## src/scm_pkg.sv

```systemverilog
// Overview of operation
// RL1 - Reset always starts on the internal RC oscillator
// RL2 - External 4-16 MHz clock selectable, watched continuously
// RL3 - External clock failure falls back to RC automatically
// RL4 - Clock failure interrupt only when enabled
// RL5 - PLL entry has its own failure interrupt
// RL6 - Separate prescalers for main, fast, slow buses
// RL7 - Software keeps main and fast bus within 72 MHz
// RL8 - Software keeps slow bus within 36 MHz
// RL9 - Failure flag sticky; switching never truncates pulses
`default_nettype none
package scm_pkg;
    // Clock sources
    typedef enum logic [1:0] {
        SCM_SRC_RC,
        SCM_SRC_EXT,
        SCM_SRC_PLL,
        SCM_SRC_RSVD
    } scm_src_e;

    // Register byte offsets
    localparam logic [7:0] CTRL_OFF     = 8'h00;
    localparam logic [7:0] PRESC_OFF    = 8'h04;
    localparam logic [7:0] STATUS_OFF   = 8'h08;
    localparam logic [7:0] IRQ_STAT_OFF = 8'h0C;
    localparam logic [7:0] IRQ_MASK_OFF = 8'h10;

    // Field positions
    localparam int SRC_REQ_LSB   = 0;
    localparam int MAIN_DIV_LSB  = 0;
    localparam int FAST_DIV_LSB  = 4;
    localparam int SLOW_DIV_LSB  = 8;
    localparam int ACT_SRC_LSB   = 0;
    localparam int EXT_OK_BIT    = 2;
    localparam int PLL_LOCK_BIT  = 3;
    localparam int SW_PEND_BIT   = 4;
    localparam int EXT_FAIL_BIT  = 0;
    localparam int PLL_FAIL_BIT  = 1;
    localparam int SW_DONE_BIT   = 2;
    localparam int IRQ_BITS      = 3;
    localparam int DIV_W         = 3;

    // Reset values
    localparam logic [31:0] PRESC_RST    = 32'h0000_0000;
    localparam logic [2:0]  IRQ_MASK_RST = 3'h0;

    // Timing
    localparam int REF_CLK_KHZ     = 25000;
    localparam int EXT_TIMEOUT_NS  = 640;
    localparam int EXT_TIMEOUT_CYC = (EXT_TIMEOUT_NS * REF_CLK_KHZ) / 1000000;
    localparam int TMO_W           = 5;

    localparam logic [1:0] AXI_OKAY   = 2'h0;
    localparam logic [1:0] AXI_SLVERR = 2'h2;
endpackage : scm_pkg
`default_nettype wire

```

## src/scm_clock_select_monitor.sv

```systemverilog
`timescale 1ns/1ps
`default_nettype none
module scm_clock_select_monitor (
    input  wire logic        ref_clk,    // 25 MHz block clock
    input  wire logic        srst,       // Synchronous reset, high
    input  wire logic        extClkIn,   // External oscillator, asynchronous
    input  wire logic        pllLockIn,  // PLL lock, asynchronous
    input  wire logic [7:0]  awaddr,     // AXI write address
    input  wire logic        awvalid,    // AXI write address valid
    output logic             awready,    // AXI write address ready
    input  wire logic [31:0] wdata,      // AXI write data
    input  wire logic [3:0]  wstrb,      // AXI write strobes
    input  wire logic        wvalid,     // AXI write data valid
    output logic             wready,     // AXI write data ready
    output logic [1:0]       bresp,      // AXI write response
    output logic             bvalid,     // AXI write response valid
    input  wire logic        bready,     // AXI write response ready
    input  wire logic [7:0]  araddr,     // AXI read address
    input  wire logic        arvalid,    // AXI read address valid
    output logic             arready,    // AXI read address ready
    output logic [31:0]      rdata,      // AXI read data
    output logic [1:0]       rresp,      // AXI read response
    output logic             rvalid,     // AXI read valid
    input  wire logic        rready,     // AXI read ready
    output logic [1:0]       sysClkSrc,  // Active system clock source
    output logic             mainTick,   // Main bus clock enable
    output logic             fastTick,   // Fast peripheral bus enable
    output logic             slowTick,   // Slow peripheral bus enable
    output logic             irq         // Level interrupt
);
    localparam int TMO = scm_pkg::EXT_TIMEOUT_CYC;

    logic [2:0] extSync_reg;
    logic [1:0] pllSync_reg;
    logic [scm_pkg::TMO_W-1:0] tmo_reg;
    logic extOk_reg;
    logic extEdge;
    logic pllLockPrev_reg;

    scm_pkg::scm_src_e srcReq_reg;
    scm_pkg::scm_src_e actSrc_reg;
    logic [11:0] presc_reg;
    logic [scm_pkg::IRQ_BITS-1:0] irqStat_reg;
    logic [scm_pkg::IRQ_BITS-1:0] irqMask_reg;
    logic [scm_pkg::IRQ_BITS-1:0] irqSet;
    logic extFail;
    logic pllFail;
    logic swDone;
    logic baseTick;
    logic [2:0] domTick;
    logic [2:0] srcTick;

    logic wrFire;
    logic rdFire;
    logic [31:0] rdMux;
    logic rdHit;
    logic wrHit;

    // Pin synchronisers; edge detect uses stages two and three only
    always_ff @(posedge ref_clk) begin
        if (srst) begin
            extSync_reg <= 3'h0;
            pllSync_reg <= 2'h0;
        end else begin
            extSync_reg <= {extSync_reg[1:0], extClkIn};
            pllSync_reg <= {pllSync_reg[0], pllLockIn};
        end
    end
    assign extEdge = extSync_reg[1] & ~extSync_reg[2];

    // Missing-edge monitor: 4 MHz gives an edge every 6.25 cycles, so a
    // gap of the timeout means the oscillator has stopped
    always_ff @(posedge ref_clk) begin
        if (srst) begin
            tmo_reg   <= '0;
            extOk_reg <= 1'b0;
        end else if (extEdge) begin
            tmo_reg   <= '0;
            extOk_reg <= 1'b1;
        end else if (int'(tmo_reg) >= TMO - 1) begin
            extOk_reg <= 1'b0;
        end else begin
            tmo_reg <= tmo_reg + 1'b1;
        end
    end

    always_ff @(posedge ref_clk) begin
        if (srst) begin
            pllLockPrev_reg <= 1'b0;
        end else begin
            pllLockPrev_reg <= pllSync_reg[1];
        end
    end

    assign extFail = (actSrc_reg == scm_pkg::SCM_SRC_EXT) && !extOk_reg;          // RL2
    assign pllFail = (actSrc_reg == scm_pkg::SCM_SRC_PLL) && pllLockPrev_reg
                     && !pllSync_reg[1];                                            // RL5
    assign swDone  = (srcReq_reg != actSrc_reg) && domTick[0] && !extFail && !pllFail;

    // Base tick of the running source; the oscillator is seen through its edges
    always_comb begin
        unique case (actSrc_reg)
            scm_pkg::SCM_SRC_EXT: baseTick = extEdge;
            default:              baseTick = 1'b1;
        endcase
    end

    // Prescalers; fast and slow count main ticks, ratio 2^n, n in 0..7
    assign srcTick = {domTick[0], domTick[0], baseTick};
    generate
        for (genvar d = 0; d < 3; d++) begin : g_presc
            logic [7:0] cnt_reg;
            logic [scm_pkg::DIV_W-1:0] div;
            logic [7:0] lim;
            assign div = presc_reg[4*d +: scm_pkg::DIV_W];
            assign lim = 8'((9'h1 << div) - 9'h1);
            always_ff @(posedge ref_clk) begin
                if (srst) begin
                    cnt_reg <= 8'h00;
                end else if (srcTick[d]) begin
                    cnt_reg <= (cnt_reg >= lim) ? 8'h00 : cnt_reg + 8'h01;       // RL6
                end
            end
            assign domTick[d] = srcTick[d] && (cnt_reg >= lim);
        end
    endgenerate

    // Outputs registered so a source change never cuts a pulse short
    always_ff @(posedge ref_clk) begin
        if (srst) begin
            mainTick <= 1'b0;
            fastTick <= 1'b0;
            slowTick <= 1'b0;
        end else begin
            mainTick <= domTick[0];
            fastTick <= domTick[1];
            slowTick <= domTick[2];
        end
    end

    // Source switch: only at a main bus period boundary; failure is immediate
    always_ff @(posedge ref_clk) begin
        if (srst) begin
            actSrc_reg <= scm_pkg::SCM_SRC_RC;                                   // RL1
        end else if (extFail || pllFail) begin
            actSrc_reg <= scm_pkg::SCM_SRC_RC;                                   // RL3
        end else if (swDone) begin
            actSrc_reg <= srcReq_reg;                                            // RL9
        end
    end
    assign sysClkSrc = actSrc_reg;

    // Bus slave: write address and data taken together, one response open
    assign awready = awvalid && wvalid && !bvalid;
    assign wready  = awready;
    assign wrFire  = awready;
    assign arready = !rvalid;
    assign rdFire  = arvalid && arready;

    always_comb begin
        wrHit = 1'b1;
        unique case (awaddr)
            scm_pkg::CTRL_OFF, scm_pkg::PRESC_OFF, scm_pkg::STATUS_OFF,
            scm_pkg::IRQ_STAT_OFF, scm_pkg::IRQ_MASK_OFF: wrHit = 1'b1;
            default: wrHit = 1'b0;
        endcase
    end

    // Hardware fallback overrides a same-cycle software request
    always_ff @(posedge ref_clk) begin
        if (srst) begin
            srcReq_reg <= scm_pkg::SCM_SRC_RC;                                   // RL1
        end else if (extFail || pllFail) begin
            srcReq_reg <= scm_pkg::SCM_SRC_RC;                                   // RL3
        end else if (wrFire && awaddr == scm_pkg::CTRL_OFF && wstrb[0]
                     && wdata[1:0] != 2'h3) begin
            srcReq_reg <= scm_pkg::scm_src_e'(wdata[1:0]);                       // RL2
        end
    end

    always_ff @(posedge ref_clk) begin
        if (srst) begin
            presc_reg <= scm_pkg::PRESC_RST[11:0];
        end else if (wrFire && awaddr == scm_pkg::PRESC_OFF) begin
            if (wstrb[0]) presc_reg[7:0]  <= wdata[7:0];                         // RL6
            if (wstrb[1]) presc_reg[11:8] <= wdata[11:8];
        end
    end

    always_ff @(posedge ref_clk) begin
        if (srst) begin
            irqMask_reg <= scm_pkg::IRQ_MASK_RST;
        end else if (wrFire && awaddr == scm_pkg::IRQ_MASK_OFF && wstrb[0]) begin
            irqMask_reg <= wdata[scm_pkg::IRQ_BITS-1:0];                         // RL4
        end
    end

    // Sticky events; a new event beats a write-one-to-clear
    assign irqSet = {swDone, pllFail, extFail};
    always_ff @(posedge ref_clk) begin
        if (srst) begin
            irqStat_reg <= '0;
        end else if (wrFire && awaddr == scm_pkg::IRQ_STAT_OFF && wstrb[0]) begin
            irqStat_reg <= (irqStat_reg & ~wdata[scm_pkg::IRQ_BITS-1:0]) | irqSet; // RL9
        end else begin
            irqStat_reg <= irqStat_reg | irqSet;                                 // RL9
        end
    end
    assign irq = |(irqStat_reg & irqMask_reg);                                   // RL4 RL5

    always_ff @(posedge ref_clk) begin
        if (srst) begin
            bvalid <= 1'b0;
            bresp  <= scm_pkg::AXI_OKAY;
        end else if (wrFire) begin
            bvalid <= 1'b1;
            bresp  <= wrHit ? scm_pkg::AXI_OKAY : scm_pkg::AXI_SLVERR;
        end else if (bready) begin
            bvalid <= 1'b0;
        end
    end

    always_comb begin
        rdMux = 32'h0000_0000;
        rdHit = 1'b1;
        unique case (araddr)
            scm_pkg::CTRL_OFF:     rdMux[1:0] = srcReq_reg;
            scm_pkg::PRESC_OFF:    rdMux[11:0] = presc_reg;
            scm_pkg::STATUS_OFF: begin
                rdMux[1:0]                   = actSrc_reg;
                rdMux[scm_pkg::EXT_OK_BIT]   = extOk_reg;
                rdMux[scm_pkg::PLL_LOCK_BIT] = pllSync_reg[1];
                rdMux[scm_pkg::SW_PEND_BIT]  = srcReq_reg != actSrc_reg;
            end
            scm_pkg::IRQ_STAT_OFF: rdMux[scm_pkg::IRQ_BITS-1:0] = irqStat_reg;
            scm_pkg::IRQ_MASK_OFF: rdMux[scm_pkg::IRQ_BITS-1:0] = irqMask_reg;
            default:               rdHit = 1'b0;
        endcase
    end

    always_ff @(posedge ref_clk) begin
        if (srst) begin
            rvalid <= 1'b0;
            rdata  <= 32'h0000_0000;
            rresp  <= scm_pkg::AXI_OKAY;
        end else if (rdFire) begin
            rvalid <= 1'b1;
            rdata  <= rdMux;
            rresp  <= rdHit ? scm_pkg::AXI_OKAY : scm_pkg::AXI_SLVERR;
        end else if (rready) begin
            rvalid <= 1'b0;
        end
    end
endmodule : scm_clock_select_monitor
`default_nettype wire

```

## config.mk

```make
export PLATFORM = sky130hd
export DESIGN_NAME = scm_clock_select_monitor
export DESIGN_NICKNAME = d
export VERILOG_FILES = /design/src/scm_pkg.sv /design/src/scm_clock_select_monitor.sv
export SDC_FILE = /design/constraint.sdc
export NUM_CORES = 1
export LEC_CHECK = 0
export BUFFER_PORTS_ARGS = -buffer_cell sky130_fd_sc_hd__buf_2
export CAP_MARGIN = 10
export CORE_ASPECT_RATIO = 1.4
export CORE_MARGIN = 2
export CORE_UTILIZATION = 32
export CTS_BUF_LIST = sky130_fd_sc_hd__clkbuf_16
export DETAILED_ROUTE_END_ITERATION = 8
export PLACE_DENSITY = 0.53
export SYNTH_ARGS = -nofsm -noshare
export SYNTH_HDL_FRONTEND = slang
export SYNTH_SLANG_ARGS = --single-unit
```

## constraint.sdc

```tcl
create_clock -name ref_clk -period 3.2 [get_ports ref_clk]
set_input_delay 0.16 -clock ref_clk [delete_from_list [all_inputs] [get_ports ref_clk]]
set_output_delay 0.16 -clock ref_clk [all_outputs]
set_load 0.02 [all_outputs]
```

==> results of run 1 <==
-- cell families (layout without fill, tap and decap cells) --
logic type / Yosys count / after routing / synth area share
fa+ha+maj: 30 / 30 / 0.0851
flops: 77 / 77 / 0.350
simple gates: 200 / 200 / 0.242
other cells: 2 / 25 / 0.00170
compound gates: 100 / 101 / 0.173
xor+xnor: 12 / 12 / 0.0238
mux: 21 / 21 / 0.0477
buf+inv: 66 / 107 / 0.0769
-- cell usage in the layout (no fill, tap or decap), types with 3 or more instances in the layout --
cell       Yosys  layout
o21ai_0       17      17
o32ai_1        4       4
o21a_1         3       3
conb_1         2      25
nand4_1        6       6
mux2i_1       21      21
xor2_1         5       5
buf_4         23       6
o221ai_1       3       3
o22ai_1        3       3
or2_2          5       5
nand2_1       24      24
nand4b_1       4       4
dfxtp_1       77      77
buf_2          4      63
a211oi_1       6       6
a21oi_1       19      19
nand3_1       15      14
a41oi_1        3       3
nand2b_1      10      10
or3_1          7       7
o41ai_2        3       3
clkbuf_16      0       9
ha_1          30      29
nor3_1        18      18
a22oi_1       13      13
nor2b_1       22      22
xnor2_1        7       7
a32oi_1        4       3
and3b_1        3       3
inv_1         21      22
and3_1         8       7
nor2_1        55      55
nor4_1         4       4
o211ai_1       3       3
-- worst max-delay path by stage --
stage	endpoint	slack, ps	cells after the start
CTS	g_presc[1].cnt_reg[3]	60	11
finish	g_presc[1].cnt_reg[3]	210	10
detailed placement	g_presc[1].cnt_reg[3]	80	11
global placement	g_presc[1].cnt_reg[4]	140	11
floorplan	g_presc[1].cnt_reg[4]	100	13
global route	g_presc[1].cnt_reg[3]	10	10
-- metal layers --
layer | vias to the layer above | routed length [um]
met5 | - | 0
met4 | 0 | 134
met3 | 10 | 535
met2 | 117 | 5530
met1 | 1756 | 4710
li1 | 1901 | -
-- area by class of cell --
| type | instances | area, um2 | share of cell area |
|---|---|---|---|
| clock inverter | 7 | 67.6 | 0.0130 |
| inverter | 21 | 78.8 | 0.0152 |
| timing repair buffer | 70 | 380 | 0.0732 |
| sequential | 77 | 1540 | 0.297 |
| tap | 182 | 228 | 0.0438 |
| clock buffer | 9 | 225 | 0.0434 |
| multi-input combinational | 389 | 2670 | 0.515 |
-- critical path: cells and delay by family (launching register included) --
family | cells | cell delay (ps)
DFF | 1 | 360
adders and majority gates | 2 | 490
AOI/OAI and AO/OA | 3 | 690
xor gates and xnor gates | 1 | 170
and+or+nand+nor | 3 | 1010
buffers and inverters | 1 | 140
-- metrics by stage --
step | instance area, um2 | total power, uW | utilization | setup slack [ps]
after floorplan | 4500 | 1170 | - | 104
after global placement | 4840 | 1210 | 0.360 | 144
after detailed placement | 4840 | 1220 | 0.360 | 75.8
after CTS | 5130 | 2230 | 0.381 | 60.4
after global routing | 5190 | 2300 | 0.386 | 11.6
final | 5190 | 2210 | 0.386 | 208
-- where the power goes --
| group | internal, uW | total (uW) | switching [uW] | leakage, uW |
|---|---|---|---|---|
| Sequential | 977 | 991 | 14.1 | 0.000624 |
| Clock | 599 | 1010 | 410 | 0.000143 |
| Combinational | 73.2 | 211 | 137 | 0.00139 |
-- what timing repair did --
| item | CTS | global route |
|---|---|---|
| setup endpoints to repair | 0 | 17 |
| setup buffers | 0 | 1 |
| gates resized for setup | 0 | 8 |
==> metrics.csv, run 1 <==
metric,value,unit
M1 GR Usage,0.182,
largest area contributor in the netlist,dfxtp_1,
Synth cell types,69,
Mapped Cells,508,
maxcap violations,0,
R2R cell count,10,
Placer Congestion,0.830,
cell with the most instances after synthesis,dfxtp_1,
grt met2 use,0.261,
WHS Endpoint,rvalid,
outcome,completed,
dpl cells,737,
RSZ-0062 raised after global routing,no,
busiest grt layer,met2,
CP endpoint kind,register,
Worst Hold Class,in2reg,
DRC,0,
Final Critical Period,2990,ps
Area contributors post-synth,"dfxtp_1 35%, ha_1 8.5%, mux2i_1 4.8%",
TritonCTS clock tree,built,
LEAKAGE,0.00216,uW
Max Freq,0.334,GHz
syn_area_per_cell,8.68,um2
max reg flops,24,
hold path depth,2,
Clock Sinks,77,
synthesized area,4410,um2
share of cells above drive strength 1,0.197,
DIE WIDTH,103,um
Area Overhead vs Synth,17.8,%
most common flop cell mapped by yosys,dfxtp_1,
Final ANT Viol Nets,0,
Tcrit/Tclk final,0.935,
final hold slack,11.2,ps
Crit Path Category,reg2reg,
worst path cell trace,or3_1 > ha_2 > buf_4 > xnor2_1 > ha_1 > o21a_1 > nor2_1 > o31ai_4 > and3_1 > a221o_1,
Worst Path Max Fanout,7,
io pins,108,
WL/cell,14.5,um
final setup vio count,0,
met3 GRT Util,0.0255,
Root Driver,clkbuf_16,
GRT Total Usage,0.150,
reg2reg end,g_presc[1].cnt_reg[3],
Iteration-0 DRC Markers,170,
maximum VDD drop,0.218,mV
Worst Path Required,3420,ps
"Hold Violations, Final",0,
Crit. Startpoint,presc_reg[1],
most frequent cells after synthesis,"77 x dfxtp_1, 55 x nor2_1, 30 x ha_1",
drt total wl,10900,um
via count,3784,
DIE AREA,14800,um2
crit path DAT,3210,ps
H-tree levels,3,
Pwr Density,426,nW/um2
drt via density,5.01,
initial core utilization,0.328,
diode count,0,
Startpoint Class,register,
pin count of the biggest net entering global routing,41,
fraction of registers with async set/reset,0,
Buffers on Ports,63,
hold_sp,rready,
Slew @ Worst Pin,687,ps
Yosys warning count,0,
fill cell count,1395,
clk slew on worst S/H paths,60,ps
Rows,50,
Reg2Reg Launch Point,presc_reg[1],
Yosys top cell area share,0.350,
"setup slack, reg-to-reg",210,ps
slowest CP cell,or3_1,
hold_buf cts,0,
Post-synth EDFFs,0,
Worst-Skew Late Latency,340,ps
initial antenna violation count,0,
nets@finish,659,
core outline area,13500,um2
GRT Residual Overflow,0,
worst relative slew slack,0.542,
TritonCTS buffer count,9,
setup TNS,0,ps
DR pass1 iterations,7,
setup skew after layout,5.48,ps
DP Wirelength,8210,um
Crit path largest cell delay,400,ps
register area share after synthesis,0.350,
Clock Path Buffers,2,
vias in the first global route,3504,
"flops & latches, synth",77,
Finished Layout Cells,755,
fin. max-slew vios,0,
global-route wire length before repair,17300,um
Chip Height,143,um
(Power assumes the default switching activity.)
==> inputs of run 2 (changes only) <==
--- a/config.mk
+++ b/config.mk
@@ -5,6 +5,7 @@
 export SDC_FILE = /design/constraint.sdc
 export NUM_CORES = 1
 export LEC_CHECK = 0
+export ABC_AREA = 1
 export BUFFER_PORTS_ARGS = -buffer_cell sky130_fd_sc_hd__buf_2
 export CAP_MARGIN = 10
 export CORE_ASPECT_RATIO = 1.4
==> metrics.csv, run 2 <==
metric,value,unit,change
Chip Height,145,um,+1.3%
Worst Hold Class,in2reg,,
nets@finish,786,,+19%
design area,5170,um2,-0.46%
Area contributors post-synth,"dfxtp_1 34%, nand2_1 10%, ha_1 8.3%",,
DIE AREA,15100,um2,+2.6%
R2R cell count,15,,+5
WL/cell,12.1,um,-16%
"most common cell after layout, fill and taps aside",nand2_1,,
CP endpoint kind,register,,
Buffers on Ports,63,,unchanged
Iteration-0 DRC Markers,104,,-39%
maximum VDD drop,0.277,mV,+27%
Reg2Reg Launch Point,presc_reg[2],,
largest area contributor in the netlist,dfxtp_1,,
slowest CP cell,dfxtp_1,,
worst path cell trace,clkinv_1 > nand2_1 > ha_1 > o21ai_0 > o21ai_0 > o21ai_0 > ha_1 > nand2_1 > o21a_1 > nand2_4 > buf_4 > nand3_1 > nand2_1 > nand2_1 > nor2_2,,
maxcap violations,0,,unchanged
drt total wl,10700,um,-2.0%
RSZ-0062 raised after global routing,no,,
via count,4095,,+8.2%
Post-CTS Resized,0,,unchanged
reg2reg end,g_presc[2].cnt_reg[5],,
Worst-Skew Late Latency,340,ps,about the same
"Hold Violations, Final",0,,unchanged
vias in the first global route,3923,,+12%
LEAKAGE,0.00238,uW,+10%
DRC,0,,unchanged
setup TNS,0,ps,unchanged
Worst setup endpoint,g_presc[2].cnt_reg[5],,
max reg flops,24,,unchanged
Worst Path Max Fanout,15,,+8
drt via density,4.64,,-7.5%
most common flop cell mapped by yosys,dfxtp_1,,
GRT Total Usage,0.148,,-0.00185
Area Overhead vs Synth,14.2,%,
core outline area,13800,um2,+2.9%
Final ANT Viol Nets,0,,unchanged
Crit path largest cell delay,370,ps,-30 ps
Mapped Cells,633,,+25%
fin. max-slew vios,0,,unchanged
pin count of the biggest net entering global routing,34,,-17%
Placer Congestion,0.883,,+6.4%
Pwr Density,425,nW/um2,-0.19%
syn_area_per_cell,7.15,um2,-18%
fraction of registers with async set/reset,0,,unchanged
Crit Path Category,reg2reg,,
io pins,108,,unchanged
register area share after synthesis,0.340,,-0.00908
synthesized area,4530,um2,+2.7%
Post-CTS Setup Inserts,0,,unchanged
share of cells above drive strength 1,0.166,,-0.0310
DIE WIDTH,105,um,+1.3%
DR pass1 iterations,4,,-3
pre-CTS setup slack,592,ps,+517 ps
Yosys warning count,0,,unchanged
most frequent cells in the layout,"121 x nand2_1, 83 x inv_1, 77 x dfxtp_1, 63 x nor2_1, 63 x buf_2",,
Final Critical Period,2610,ps,-386 ps
outcome,completed,,
Max Freq,0.384,GHz,+15%
TritonCTS buffer count,9,,unchanged
CP most frequent cell,nand2_1,,
clk slew on worst S/H paths,60,ps,about the same
final setup vio count,0,,unchanged
hold_buf cts,0,,unchanged
global-route wire length before repair,18100,um,+4.6%
"flops & latches, synth",77,,unchanged
crit path DAT,2890,ps,-320 ps
Post-synth EDFFs,0,,unchanged
setup skew after layout,8.76,ps,+3.27 ps
GRT Residual Overflow,0,,unchanged
Root Driver,clkbuf_16,,
Crit. Startpoint,presc_reg[2],,
H-tree levels,3,,unchanged
Post-DP Area,4920,um2,+1.8%
final hold slack,27.1,ps,+15.9 ps
Synth cell types,40,,-42%
Worst Path Required,3480,ps,+60 ps
final setup margin,594,ps,+386 ps
"setup slack, reg-to-reg",590,ps,+390 ps
Startpoint Class,register,,
Tot Pwr,2200,uW,-0.65%
worst relative slew slack,0.277,,-0.265
Yosys top cell area share,0.340,,-0.00908
Clock Sinks,77,,unchanged
initial core utilization,0.327,,-0.000899
Clock Path Buffers,2,,unchanged
Tcrit/Tclk final,0.815,,-0.121
cell with the most instances after synthesis,nand2_1,,
Slew @ Worst Pin,1080,ps,+396 ps
Rows,51,,+2.0%
diode count,0,,unchanged
DP Wirelength,8310,um,+1.2%
TritonCTS clock tree,built,,
most frequent cells after synthesis,"121 x nand2_1, 82 x inv_1, 77 x dfxtp_1",,
initial antenna violation count,0,,unchanged
run 2: cell types whose count changed after synthesis, sizes merged, moves of 9 or more:
cell and change:
nand2 +107, inv +64, a21oi +25, nor2 +25
nand3 +24, o21ai +24, nor2b -22, mux2i -21
nand4 +17, a22oi -13, nand2b -11, clkbuf -9
nor3 -9
run 2: layout make-up:
class	instances	area [um2]
sequential	77	1540
tap	185	231
multi-input combinational	455	2490
clock buffer	9	225
timing repair buffer	65	330
inverter	87	333
clock inverter	5	21.3
fill	1508	8680
run 2: how the worst min path moves through the flow:
stage / from / to / slack, ps / cells past startpoint
after floorplan: extClkIn / extSync_reg[0] / 270 / 2
after global placement: pllLockIn / pllSync_reg[0] / 370 / 3
after detailed placement: pllLockIn / pllSync_reg[0] / 370 / 3
after CTS: pllLockIn / pllSync_reg[0] / 20 / 3
after global routing: extClkIn / extSync_reg[0] / 50 / 3
final: pllLockIn / pllSync_reg[0] / 30 / 3
run 2: power breakdown:
part,total (uW),switching [uW],leakage (uW),internal (uW)
combinational,298,208,0.00163,89.8
sequential,1020,23.2,0.000626,992
clock,884,379,0.000127,505
total,2200,610,0.00238,1590
run 2: routing by layer:
metal  vias to the layer above  part of all wire  global-route usage
li1                       2138                 -                   -
met1                      1859              0.41               0.162
met2                        85              0.52               0.278
met3                        13             0.038              0.0282
met4                         0             0.023              0.0647
met5                         -                 0                   0
run 2: logic make-up (layout without fill, tap and decap cells):
| group | Yosys count | count (layout) | share of synthesized area |
|---|---|---|---|
| and+or+nand+nor | 295 | 295 | 0.318 |
| AOI/OAI and AO/OA | 99 | 99 | 0.117 |
| adders and majority gates | 30 | 30 | 0.0829 |
| other | 2 | 25 | 0.00166 |
| buffers and inverters | 124 | 166 | 0.129 |
| DFF | 77 | 77 | 0.340 |
| xor gates and xnor gates | 6 | 6 | 0.0116 |
run 2: through the flow:
step           utilization  instances
2_1_floorplan            -        656
3_3_place_gp         0.356        869
3_5_place_dp         0.356        869
4_1_cts              0.373        883
5_1_grt              0.373        883
6_report             0.373        883
run 2: worst max-delay path, delay by kind of cell (launching register included):
family,cells,cell delay [ps]
simple gates,7,700
flops,1,370
compound gates,4,530
fa+ha+maj,2,490
buf+inv,2,450
